**config.mk**
```make
export PLATFORM = sky130hd
export DESIGN_NAME = pin_wake_source_select
export DESIGN_NICKNAME = d
export VERILOG_FILES = /design/src/shared/wake_pkg.sv /design/src/rtl/pin_wake_source_select.sv /design/src/rtl/pin_sync.sv
export SDC_FILE = /design/constraint.sdc
export NUM_CORES = 1
export LEC_CHECK = 0
export BUFFER_PORTS_ARGS = -buffer_cell sky130_fd_sc_hd__buf_2
export CELL_PAD_IN_SITES_DETAIL_PLACEMENT = 0
export CELL_PAD_IN_SITES_GLOBAL_PLACEMENT = 2
export CORE_MARGIN = 8
export CORE_UTILIZATION = 30
export CTS_CLUSTER_SIZE = 16
export DETAILED_ROUTE_END_ITERATION = 8
export GPL_ROUTABILITY_DRIVEN = 0
export PLACE_DENSITY_LB_ADDON = 0.1
export SLEW_MARGIN = 10
export SYNTH_ARGS = -nofsm -noshare
export SYNTH_HDL_FRONTEND = slang
export SYNTH_SLANG_ARGS = --single-unit
```
**constraint.sdc**
```tcl
create_clock -name i_mclk -period 4 [get_ports i_mclk]
set_input_delay 0.2 -clock i_mclk [delete_from_list [all_inputs] [get_ports i_mclk]]
set_output_delay 0.2 -clock i_mclk [all_outputs]
set_load 0.02 [all_outputs]
```
**src/shared/wake_pkg.sv**
```systemverilog
// wake source selection: shared constants, register map and types
// assumes an apb master with 32-bit data and a 16-bit byte address
package wake_pkg;

  // ==========================================================
  // bus geometry
  localparam int unsigned ADDR_W = 16;
  localparam int unsigned DATA_W = 32;
  localparam int unsigned IDX_SHIFT = 2;

  // ==========================================================
  // register indexes, byte address is four times the index
  localparam logic [ADDR_W-1:0] IDX_WAKE_EN = 16'h28B3;
  localparam logic [ADDR_W-1:0] IDX_PIN_CFG = 16'h28B4;
  localparam logic [ADDR_W-1:0] IDX_PIN_STAT = 16'h28B5;
  localparam logic [ADDR_W-1:0] IDX_WAKE_CAUSE = 16'h28B6;

  // ==========================================================
  // wake source bit positions, shared by enable, status and cause
  localparam int unsigned NSRC = 5;
  localparam int unsigned BIT_MP55 = 0;
  localparam int unsigned BIT_MP52 = 1;
  localparam int unsigned BIT_MP4 = 2;
  localparam int unsigned BIT_PB = 3;
  localparam int unsigned BIT_RX = 4;
  localparam int unsigned STAT_WAKE_BIT = 5;

  // sources that wake on a rising edge, the rest wake on a high level
  localparam logic [NSRC-1:0] EDGE_MASK = 5'h17;
  localparam logic [NSRC-1:0] LEVEL_MASK = 5'h08;

  // ==========================================================
  // pin configuration register: 1 means pin is a digital input
  localparam int unsigned CFG_W = 3;
  localparam int unsigned CFG_MP55 = 0;
  localparam int unsigned CFG_MP52 = 1;
  localparam int unsigned CFG_MP4 = 2;

  // ==========================================================
  // reset values
  localparam logic [NSRC-1:0] WAKE_EN_RST = 5'h00;
  localparam logic [CFG_W-1:0] PIN_CFG_RST = 3'h0;
  localparam logic [NSRC-1:0] CAUSE_RST = 5'h00;
  localparam logic [DATA_W-1:0] RDATA_RST = 32'h0000_0000;

  // ==========================================================
  // apb slave phase
  typedef enum logic [1:0]
  {
    APB_IDLE = 2'b01,
    APB_DONE = 2'b10
  } apb_state_t;

endpackage

```
**src/rtl/pin_wake_source_select.sv**
```systemverilog
// pin wake source selection with apb register access
// assumes asynchronous pins and an apb master on i_mclk
//
// Decided for this implementation: the APB interface to the registers.
`timescale 1ns/1ps
`default_nettype none

module pin_wake_source_select
  import wake_pkg::*;
(
  // clock and reset
  input wire logic i_mclk,
  input wire logic i_rst,
  // apb slave
  input wire logic i_psel,
  input wire logic i_penable,
  input wire logic i_pwrite,
  input wire logic [ADDR_W-1:0] i_paddr,
  input wire logic [DATA_W-1:0] i_pwdata,
  input wire logic [3:0] i_pstrb,
  output logic [DATA_W-1:0] o_prdata,
  output logic o_pready,
  output logic o_pslverr,
  // wake pins
  input wire logic i_multifunction_pin_4,
  input wire logic i_multifunction_pin_52,
  input wire logic i_multifunction_pin_55,
  input wire logic i_pushbutton_input,
  input wire logic i_serial_receive,
  // to the power-mode controller
  output logic o_wake_req
);

  // ==========================================================
  // address decode
  function automatic logic reg_hit(input logic [ADDR_W-1:0] addr,
                                   input logic [ADDR_W-1:0] idx);
    reg_hit = (addr == {idx[ADDR_W-IDX_SHIFT-1:0], 2'b00});
  endfunction

  // ==========================================================
  // state
  apb_state_t apb_state_ff;
  logic [NSRC-1:0] wake_en_ff;
  logic [CFG_W-1:0] pin_cfg_ff;
  logic [NSRC-1:0] cause_ff;
  logic [NSRC-1:0] raw_pins;
  logic [NSRC-1:0] pin_level;
  logic [NSRC-1:0] pin_rise;
  logic [NSRC-1:0] qual;
  logic [NSRC-1:0] trig;
  logic [NSRC-1:0] wake_src;
  logic nxt_wake_req;
  logic hit_en;
  logic hit_cfg;
  logic hit_stat;
  logic hit_cause;
  logic mapped;
  logic read_only;
  logic wr_fire;
  logic [DATA_W-1:0] nxt_prdata;

  // ==========================================================
  // pin conditioning
  assign raw_pins[BIT_MP55] = i_multifunction_pin_55;
  assign raw_pins[BIT_MP52] = i_multifunction_pin_52;
  assign raw_pins[BIT_MP4] = i_multifunction_pin_4;
  assign raw_pins[BIT_PB] = i_pushbutton_input;
  assign raw_pins[BIT_RX] = i_serial_receive;

  pin_sync #(
    .W(NSRC)
  ) u_sync (
    .i_mclk(i_mclk),
    .i_rst(i_rst),
    .i_pin(raw_pins),
    .o_level(pin_level),
    .o_rise(pin_rise)
  );

  // ==========================================================
  // source qualification
  // multifunction pins only count while configured as digital inputs;
  // otherwise toggling outputs or lcd drive would wake the part
  assign qual[BIT_MP55] = pin_cfg_ff[CFG_MP55];
  assign qual[BIT_MP52] = pin_cfg_ff[CFG_MP52];
  assign qual[BIT_MP4] = pin_cfg_ff[CFG_MP4];
  assign qual[BIT_PB] = 1'b1;
  assign qual[BIT_RX] = 1'b1;

  // edge sources use the rise pulse, the pushbutton its level
  assign trig = (pin_rise & EDGE_MASK) | (pin_level & LEVEL_MASK);

  assign wake_src = trig & wake_en_ff & qual;
  assign nxt_wake_req = |wake_src;

  always_ff @(posedge i_mclk or posedge i_rst)
  begin
    if (i_rst)
    begin
      o_wake_req <= 1'b0;
    end
    else
    begin
      o_wake_req <= nxt_wake_req;
    end
  end

  // ==========================================================
  // apb decode
  assign hit_en = reg_hit(i_paddr, IDX_WAKE_EN);
  assign hit_cfg = reg_hit(i_paddr, IDX_PIN_CFG);
  assign hit_stat = reg_hit(i_paddr, IDX_PIN_STAT);
  assign hit_cause = reg_hit(i_paddr, IDX_WAKE_CAUSE);
  assign mapped = hit_en || hit_cfg || hit_stat || hit_cause;
  assign read_only = hit_stat;

  // writes land only at the edge where pready is sampled high
  assign wr_fire = (apb_state_ff == APB_DONE) && i_psel && i_penable &&
                   i_pwrite && i_pstrb[0] && mapped && !read_only;

  always_comb
  begin
    nxt_prdata = '0;
    if (hit_en)
    begin
      nxt_prdata[NSRC-1:0] = wake_en_ff;
    end
    else if (hit_cfg)
    begin
      nxt_prdata[CFG_W-1:0] = pin_cfg_ff;
    end
    else if (hit_stat)
    begin
      nxt_prdata[NSRC-1:0] = pin_level;
      nxt_prdata[STAT_WAKE_BIT] = o_wake_req;
    end
    else if (hit_cause)
    begin
      nxt_prdata[NSRC-1:0] = cause_ff;
    end
  end

  // ==========================================================
  // apb handshake: one wait cycle, answer from registers
  always_ff @(posedge i_mclk or posedge i_rst)
  begin
    if (i_rst)
    begin
      apb_state_ff <= APB_IDLE;
      o_pready <= 1'b0;
      o_pslverr <= 1'b0;
      o_prdata <= RDATA_RST;
    end
    else
    begin
      case (apb_state_ff)
        APB_IDLE:
        begin
          if (i_psel && i_penable)
          begin
            apb_state_ff <= APB_DONE;
            o_pready <= 1'b1;
            o_pslverr <= !mapped || (i_pwrite && read_only);
            o_prdata <= i_pwrite ? RDATA_RST : nxt_prdata;
          end
        end
        APB_DONE:
        begin
          apb_state_ff <= APB_IDLE;
          o_pready <= 1'b0;
          o_pslverr <= 1'b0;
        end
        default:
        begin
          apb_state_ff <= APB_IDLE;
          o_pready <= 1'b0;
          o_pslverr <= 1'b0;
        end
      endcase
    end
  end

  // ==========================================================
  // software registers
  always_ff @(posedge i_mclk or posedge i_rst)
  begin
    if (i_rst)
    begin
      wake_en_ff <= WAKE_EN_RST;
    end
    else if (wr_fire && hit_en)
    begin
      wake_en_ff <= i_pwdata[NSRC-1:0];
    end
  end

  always_ff @(posedge i_mclk or posedge i_rst)
  begin
    if (i_rst)
    begin
      pin_cfg_ff <= PIN_CFG_RST;
    end
    else if (wr_fire && hit_cfg)
    begin
      pin_cfg_ff <= i_pwdata[CFG_W-1:0];
    end
  end

  // sticky cause, write 1 to clear; a new wake beats a same-cycle clear
  always_ff @(posedge i_mclk or posedge i_rst)
  begin
    if (i_rst)
    begin
      cause_ff <= CAUSE_RST;
    end
    else if (wr_fire && hit_cause)
    begin
      cause_ff <= (cause_ff & ~i_pwdata[NSRC-1:0]) | wake_src;
    end
    else
    begin
      cause_ff <= cause_ff | wake_src;
    end
  end
endmodule

`default_nettype wire

```
**src/rtl/pin_sync.sv**
```systemverilog
// pin input conditioning: three-stage synchroniser and rising-edge pulse
// assumes asynchronous pins; level changes once stages two and three agree
`timescale 1ns/1ps
`default_nettype none

module pin_sync #(
  parameter int unsigned W = 5
) (
  // clock and reset
  input wire logic i_mclk,
  input wire logic i_rst,
  // raw pins
  input wire logic [W-1:0] i_pin,
  // conditioned outputs
  output logic [W-1:0] o_level,
  output logic [W-1:0] o_rise
);

  // ==========================================================
  // synchroniser stages
  logic [W-1:0] s1_ff;
  logic [W-1:0] s2_ff;
  logic [W-1:0] s3_ff;

  always_ff @(posedge i_mclk or posedge i_rst)
  begin
    if (i_rst)
    begin
      s1_ff <= '0;
      s2_ff <= '0;
      s3_ff <= '0;
    end
    else
    begin
      s1_ff <= i_pin;
      s2_ff <= s1_ff;
      s3_ff <= s2_ff;
    end
  end

  // ==========================================================
  // accepted level and edge, per pin
  genvar g;
  generate
    for (g = 0; g < W; g++)
    begin : gen_pin
      always_ff @(posedge i_mclk or posedge i_rst)
      begin
        if (i_rst)
        begin
          o_level[g] <= 1'b0;
          o_rise[g] <= 1'b0;
        end
        else
        begin
          // a half-settled sample never counts as a change
          if (s2_ff[g] == s3_ff[g])
          begin
            o_level[g] <= s3_ff[g];
          end
          o_rise[g] <= (s2_ff[g] == s3_ff[g]) && s3_ff[g] && !o_level[g];
        end
      end
    end
  endgenerate

endmodule

`default_nettype wire

```
# Yosys cells after proc, flatten, opt, wreduce, memory -nomap -nowiden

Index checks and enable logic that the tools add are counted.

Word-level logic and storage cells: 85
Input port bits: 62
Flip-flop bits (word level): 74
Output and inout port bits: 35

Eq/ne operators: 12
Multiplexer cells: 15
Bitwise gates (word level): 7
Reductions and logical operators: 31

Operator list:

| operator               | number |
|---|---|
| $eq A16 B16 Y1 const B | 4 |
| $mux W5                | 4 |
| $logic_and A1 B1 Y1    | 19 |
| $and A5 B5 Y5          | 3 |
| $or A5 B5 Y5           | 2 |
| $logic_not A1 Y1       | 6 |
| $mux W1                | 6 |
| $mux W3                | 2 |
| $mux W6                | 1 |
| $eq A1 B1 Y1           | 5 |
| $not A5 Y5             | 1 |
| $or A5 B4 Y5           | 1 |
| $reduce_or A5 Y1       | 1 |
| $logic_or A1 B1 Y1     | 4 |
| $mux W2                | 2 |
| $eq A2 B1 Y1 const B   | 1 |
| $eq A2 B2 Y1 const B   | 1 |
| $ne A2 B2 Y1 const B   | 1 |
| $reduce_and A2 Y1      | 1 |

# Longest topological paths before layout

Gate-level depths: netlist of the first run.

Depth after elaboration: 9
Gate-level depth with buffers: 4
Mapped depth without buffers: 4

# Hierarchy

A second synthesis of the first run with hierarchy kept.

Cells, all modules: 170
Area total of the unflattened synthesis: 2180.8 um^2

Modules (own cells, without submodules):

| module                 | times used | area an instance (um^2) | cells an instance | sequential area each (um^2) |
|---|---|---|---|---|
| pin_wake_source_select | 1          | 1382.6                  | 129               | 576.8 |
| pin_sync               | 1          | 798.3                   | 41                | 625.6 |

# Worst setup path after synthesis of the first run

Ideal clock, no wire load.

Path type: register to register
Start point: reg o_pready (netlist name)
End point: reg cause_ff[0]
Path slack: 2048 ps
Buffers on the path: 0
Arrival time: 1808 ps
Data required time: 3856 ps
Cell stages (with the launch flop): 5
Period minus slack after synthesis: 1952 ps
Cell sequence: dfrtp_1 nand4b_1 or4_2 nor3_1 a31oi_1

RTL lines:

| what                   | line                          | RTL |
|---|---|---|
| end signal: assignment | pin_wake_source_select.sv:219 | `cause_ff <= (cause_ff & ~i_pwdata[NSRC-1:0]) \| wake_src;` |
| end signal: assignment | pin_wake_source_select.sv:223 | `cause_ff <= cause_ff \| wake_src;` |
| end: declaration       | pin_wake_source_select.sv:46  | `logic [NSRC-1:0] cause_ff;` |

# Worst setup path in the final report of the first run

Start point: reg apb_state_ff[0]
End point: reg cause_ff[2]

Longest elaborated chain between the ends: 9

RTL lines:

| what                              | line                          | RTL |
|---|---|---|
| start: declaration                | pin_wake_source_select.sv:43  | `apb_state_t apb_state_ff;` |
| start signal: assignment          | pin_wake_source_select.sv:150 | `apb_state_ff <= APB_IDLE;` |
| start signal: assignment          | pin_wake_source_select.sv:162 | `apb_state_ff <= APB_DONE;` |
| start signal: assignment          | pin_wake_source_select.sv:170 | `apb_state_ff <= APB_IDLE;` |
| $eq A2 B2 Y1                      | pin_wake_source_select.sv:119 | `assign wr_fire = (apb_state_ff == APB_DONE) && i_psel && i_penable &&` |
| $logic_and A1 B1 Y1 (3 in series) | pin_wake_source_select.sv:119 |  |
| $logic_and A1 B1 Y1 (3 in series) | pin_wake_source_select.sv:120 | `i_pwrite && i_pstrb[0] && mapped && !read_only;` |
| $logic_and A1 B1 Y1               | pin_wake_source_select.sv:217 | `else if (wr_fire && hit_cause)` |
| $mux W5                           | pin_wake_source_select.sv:217 |  |

Every way passes these cells.
A chain may end at the register's enable or synchronous reset.

==> out/metrics.csv, run 1 <==
metric;value;unit
Post-CTS Resized;0;
CORE AREA;6760;um^2
DIE AREA;9880;um^2
# IOs;97;
critical path, cell by cell;nand4b_1 > or4_2 > nor3_1 > a31oi_1;
RSZ-0062 raised after global routing;false;
number of global-route vias before repair;1494;
Peak VDD IR;0.000211;V
maxcap violations;0;
Post-Route WL;4590;um
n_diodes;0;
Vias/cell;4.60;
worst setup margin;1730;ps
first-pass GRT wire length;7470;um
Initial Util;30.9;%
critical path capture point type;register;
Max Clock Freq;0.440;GHz
die span in x;99.4;um
all-layer global routing usage;9.59;%
Setup WS pre-CTS;1630;ps
Reg clk slew, reported paths;80;ps
largest net degree at the start of global routing;48;
global route overflow;0;
Antenna Violating Nets Remaining;0;
Initial DRC Count;72;
worst-skew pair later-pin latency;290;ps
CTS buffer count;5;
DRC Markers;0;
fraction of layout cells with a size suffix above 1;30.6;%
leakage;0.00118;uW
final hold vios;0;
Netlist cell types;35;
wire length on met1;2110;um
port bufs;40;
synth warn;0;
worst slew pin tran;975;ps
met2 routed WL;1960;um
Buf/Inv on CP;0;
status;finished clean;
sequential area share after synthesis;56.4;%
hpwl dp;3470;um
DRT Pass-1 Iters;5;
minimum clock period;2270;ps
pwr dens;383;nW/um^2
Final setup violation count;0;
CP Launch Type;register;
CTS tree;built;
initial antenna violation count;0;
hold_ws;108;ps
Slew headroom;34.9;%
Final Skew;7.57;ps
DR WL/cell;15.3;um
Crit path arrival time;2420;ps
uppermost layer routed;met4;
setup TNS;0;ps
slowest CP cell;or4_2;
maximum clock path buffer count;2;
post-route clock period utilization;56.8;%
total power;932;uW
post-CTS setup buffers;0;
Final nets;285;
CP peak stage delay;720;ps
Slew Limit Fails;0;
via count;1375;
CP delay by family, top;simple AND/OR/NAND/NOR gates;
Req. time, crit path;4140;ps
CTS Root Cell;clkbuf_8;
Mapped Cells;168;
Syn Std Cell Area;2090;um^2
clk sinks;47;
row cnt;30;
area grow syn2layout;16.9;%
Die Y;99.4;um
CP Max Fanout;5;
Crit Path Category;register to register;
Hold Path Class;input pin to register;
syn_area_per_cell;12.4;um^2
Synth Register Bits;47;
CTS H-tree depth;2;
metal3 WL;457;um
report_power, final:
part	internal, uW	switching, uW
Sequential	495	12.1
Combinational	35.1	59.2
Clock	183	148
per-stage QoR:
stage / instances / utilization, % / area, um^2
after floorplan: 193 / - / 2180
after global placement: 287 / 33.8 / 2280
after detailed placement: 287 / 33.8 / 2280
after CTS: 299 / 36.1 / 2440
after global routing: 299 / 36.1 / 2440
final: 299 / 36.1 / 2440
cell usage after synthesis:
cell / instances / share of area [%]
nor4b_1: 2 / 0.84
a21oi_1: 3 / 0.72
nor2_1: 3 / 0.54
nor2b_1: 7 / 2.1
or4_4: 1 / 0.54
inv_1: 2 / 0.36
buf_4: 26 / 9.4
maj3_1: 1 / 0.48
nand4b_1: 3 / 1.3
conb_1: 1 / 0.18
dfrtp_1: 46 / 55
o21ai_0: 4 / 0.96
a31oi_1: 8 / 2.4
or3_1: 1 / 0.30
nor4bb_1: 1 / 0.48
and2_1: 2 / 0.60
or3_4: 1 / 0.54
o31ai_1: 2 / 0.72
nor3_1: 1 / 0.24
a22o_1: 4 / 1.7
nand3_1: 3 / 0.72
dfstp_2: 1 / 1.3
nand2b_1: 4 / 1.2
mux2_2: 10 / 5.4
a22oi_1: 3 / 1.1
nand2_1: 13 / 2.3
and3_1: 1 / 0.30
ha_1: 4 / 2.4
or4_2: 1 / 0.42
a222oi_1: 2 / 0.96
nor4_4: 1 / 1.0
a211oi_1: 1 / 0.36
or3b_4: 1 / 0.54
or3_2: 1 / 0.36
mux2_4: 3 / 2.2
cells by family after synthesis:
kind of cell    after synthesis  share of synthesized area [%]
buf+inv                      28                           9.72
other cells                   1                          0.180
simple gates                 47                           14.3
fa+ha+maj                     5                           2.88
flops                        47                           56.4
mux                          13                           7.56
compound gates               27                           8.88
state kept, by name (all words and copies together), names as in the netlist:
| name | count |
|---|---|
| apb_state_ff | 1 |
| cause_ff | 5 |
| o_prdata | 6 |
| o_pready | 1 |
| o_pslverr | 1 |
| o_wake_req | 1 |
| pin_cfg_ff | 3 |
| u_sync.o_level | 5 |
| u_sync.o_rise | 4 |
| u_sync.s1_ff | 5 |
| u_sync.s2_ff | 5 |
| u_sync.s3_ff | 5 |
| wake_en_ff | 5 |
worst paths after layout:
path,slack (ps),cells past startpoint,to,start
worst min register to register,350,0,u_sync.s2_ff[2]$_DFF_PP0_,u_sync.s1_ff[2]$_DFF_PP0_
worst max-delay path,1730,4,cause_ff[2]$_DFF_PP0_,apb_state_ff[0]$_DFFE_PP1P_
max in group asynchronous,3270,2,o_pready$_DFFE_PP0P_,i_rst
min in group asynchronous,130,2,u_sync.s1_ff[3]$_DFF_PP0_,i_rst
worst min-delay path,110,2,cause_ff[3]$_DFF_PP0_,i_pwdata[3]
worst max register to register,1730,4,cause_ff[2]$_DFF_PP0_,apb_state_ff[0]$_DFFE_PP1P_
cells in the final DEF, fill, tap and decap left out, types with 2 or more instances in the layout:
cell,synthesis,layout
dfrtp_1,46,46
buf_2,0,40
conb_1,1,26
nand2_1,13,13
mux2_2,10,10
a31oi_1,8,8
nor2b_1,7,7
clkbuf_8,0,5
dlygate4sd3_1,0,5
nand2b_1,4,4
a22o_1,4,4
o21ai_0,4,4
ha_1,4,4
nand4b_1,3,3
nor2_1,3,3
a21oi_1,3,3
nand3_1,3,3
mux2_4,3,3
a22oi_1,3,3
nor4b_1,2,2
and2_1,2,2
a222oi_1,2,2
o31ai_1,2,2
final cells by class:
class / count / area, um^2
Clock inverter: 1 / 30.0
Inverter: 2 / 7.51
Multi-Input combinational cell: 118 / 800
Fill cell: 704 / 4320
Clock buffer: 6 / 72.6
Timing Repair Buffer: 45 / 250
Tap cell: 80 / 100
Sequential cell: 47 / 1180
metal layers:
metal | track usage (%) | vias to the layer above
met3 | 3.91 | 6
met2 | 14.3 | 65
met5 | 0 | -
li1 | - | 655
met4 | 3.49 | 0
met1 | 12.1 | 649
worst register-to-register path, stage by stage (launching register included):
cell and delay (ps):
dfstp_2 380, nand4b_1 270, or4_2 720, nor3_1 580, a31oi_1 180
what timing repair did:
action                                  in CTS  in global routing
endpoints found under the setup margin       0                  0
endpoints found under the hold margin        5                  0
hold buffers                                 5                  0
Note: power is estimated with default switching activity, not from simulation.
==> run 2, diff against run 1 <==
- CORE_UTILIZATION: 30 -> 28
- clock period: 4 -> 2.1 ns (I/O delays scaled with it)
==> run 2 against run 1 <==
Against the previous run:
- sequential power grew 91%
- critical path depth up 1
- die area rose by 6.0%
- first-iteration DRC count is 28% lower
- maximum frequency increased by 26%
- register-to-register slack got worse by 1400 ps
- clock power grew 110%
- routed wire length grew 5.8%
- power up 98%
- sequential cell count unchanged
- critical endpoint is now cause_ff[3]$_DFF_PP0_
==> out/metrics.csv, run 2 (synthesis results as in run 1) <==
metric;value;unit
commonest non-fill, non-tap cell in the layout;dfrtp_1;
Hold EP;cause_ff[2]$_DFF_PP0_;
status;finished clean;
maximum clock path buffer count;2;
DRT Pass-1 Iters;4;
Initial DRC Count;52;
Final Skew;8.15;ps
Initial Util;28.8;%
worst setup margin;299;ps
hpwl dp;3730;um
number of global-route vias before repair;1481;
hold_ws;14.6;ps
setup TNS;0;ps
post-route clock period utilization;85.7;%
RSZ-0062 raised after global routing;false;
area grow syn2layout;24.0;%
# hold bufs at CTS;10;
R2R Path Start;apb_state_ff[0]$_DFFE_PP1P_;
leakage;0.00125;uW
most frequent cells in the layout;dfrtp_1 (46), buf_2 (40), conb_1 (26);
DIE AREA;10500;um^2
Max Clock Freq;0.555;GHz
die span in x;102;um
Reg clk slew, reported paths;90;ps
final hold vios;0;
final instance area;2590;um^2
CTS Root Cell;clkbuf_8;
reg2reg end;cause_ff[3]$_DFF_PP0_;
port bufs;40;
DRC Markers;0;
via count;1390;
Die Y;102;um
Slew headroom;64.2;%
Vias/cell;4.19;
all-layer global routing usage;9.43;%
CP Launch Type;register;
Final nets;298;
first-pass GRT wire length;7560;um
Slew Limit Fails;0;
Final setup violation count;0;
Post-DP Area;2370;um^2
# IOs;97;
CP Max Fanout;5;
register name with the most flops;o_prdata;
Setup WS pre-CTS;77.0;ps
CTS buffer count;5;
CORE AREA;7250;um^2
Hold Path Class;input pin to register;
initial antenna violation count;0;
Min-Delay Startpoint;i_pwdata[2];
largest net degree at the start of global routing;25;
global route overflow;0;
fraction of layout cells with a size suffix above 1;33.0;%
critical path capture point type;register;
Req. time, crit path;2280;ps
total power;1840;uW
Crit Path Category;register to register;
register-to-register setup slack;300;ps
Reg2Reg Depth;5;
Post-CTS Resized;0;
n_diodes;0;
CTS H-tree depth;2;
Post-Route WL;4850;um
Peak VDD IR;0.000331;V
Crit path arrival time;1980;ps
maxcap violations;0;
row cnt;31;
minimum clock period;1800;ps
CTS tree;built;
Antenna Violating Nets Remaining;0;
pwr dens;712;nW/um^2
worst-skew pair later-pin latency;300;ps
worst slew pin tran;537;ps
post-CTS setup buffers;0;
max reg flops;6;
hold path cells;2;
DR WL/cell;14.6;um
clk sinks;47;
[run 2: cell types whose count changed in the layout (fill, tap and decap cells not counted), sizes merged]
cell         before  now
buf              40   48
clkinv            0    1
dlygate4sd3       5   10
[run 2: metal layers]
metal,routed length [um],up-vias,track usage [%]
li1,-,676,-
met1,2150,650,11.7
met2,2160,55,14.6
met3,443,9,3.07
met4,95,0,3.95
met5,0,-,0
[run 2: final cells by class]
cell class	count	area, um^2
fill	748	4670
sequential	47	1180
multi-input combinational	118	800
timing repair buffer	58	360
tap	99	124
clock buffer	6	82.6
clock inverter	2	35.0
inverter	2	7.51
[run 2: worst max-delay path by stage]
stage                                            from                         to  slack, ps
after floorplan                  o_pready$_DFFE_PP0P_      cause_ff[0]$_DFF_PP0_        150
after global placement                     i_paddr[1]  pin_cfg_ff[0]$_DFFE_PP0P_         90
after detailed placement                   i_paddr[1]  pin_cfg_ff[1]$_DFFE_PP0P_         80
after CTS                 apb_state_ff[0]$_DFFE_PP1P_      cause_ff[3]$_DFF_PP0_        310
after global routing      apb_state_ff[0]$_DFFE_PP1P_      cause_ff[3]$_DFF_PP0_        210
final                     apb_state_ff[0]$_DFFE_PP1P_      cause_ff[3]$_DFF_PP0_        300
[run 2: power by group]
part / internal, uW / total (uW) / switching (uW)
sequential: 943 / 967 / 24.0
clock: 385 / 679 / 294
combinational: 79.7 / 196 / 116
[run 2: worst max-delay path: stages, from the launching register on]
cell,delay [ps]
dfstp_2,380
nand4b_1,180
or4_2,680
nor3_1,150
buf_4,190
a31oi_1,100
[run 2: through the flow]
stage,cells,utilization (%)
2_1_floorplan,193,-
3_3_place_gp,314,32.7
3_5_place_dp,314,32.7
4_1_cts,332,35.7
5_1_grt,332,35.7
6_report,332,35.7
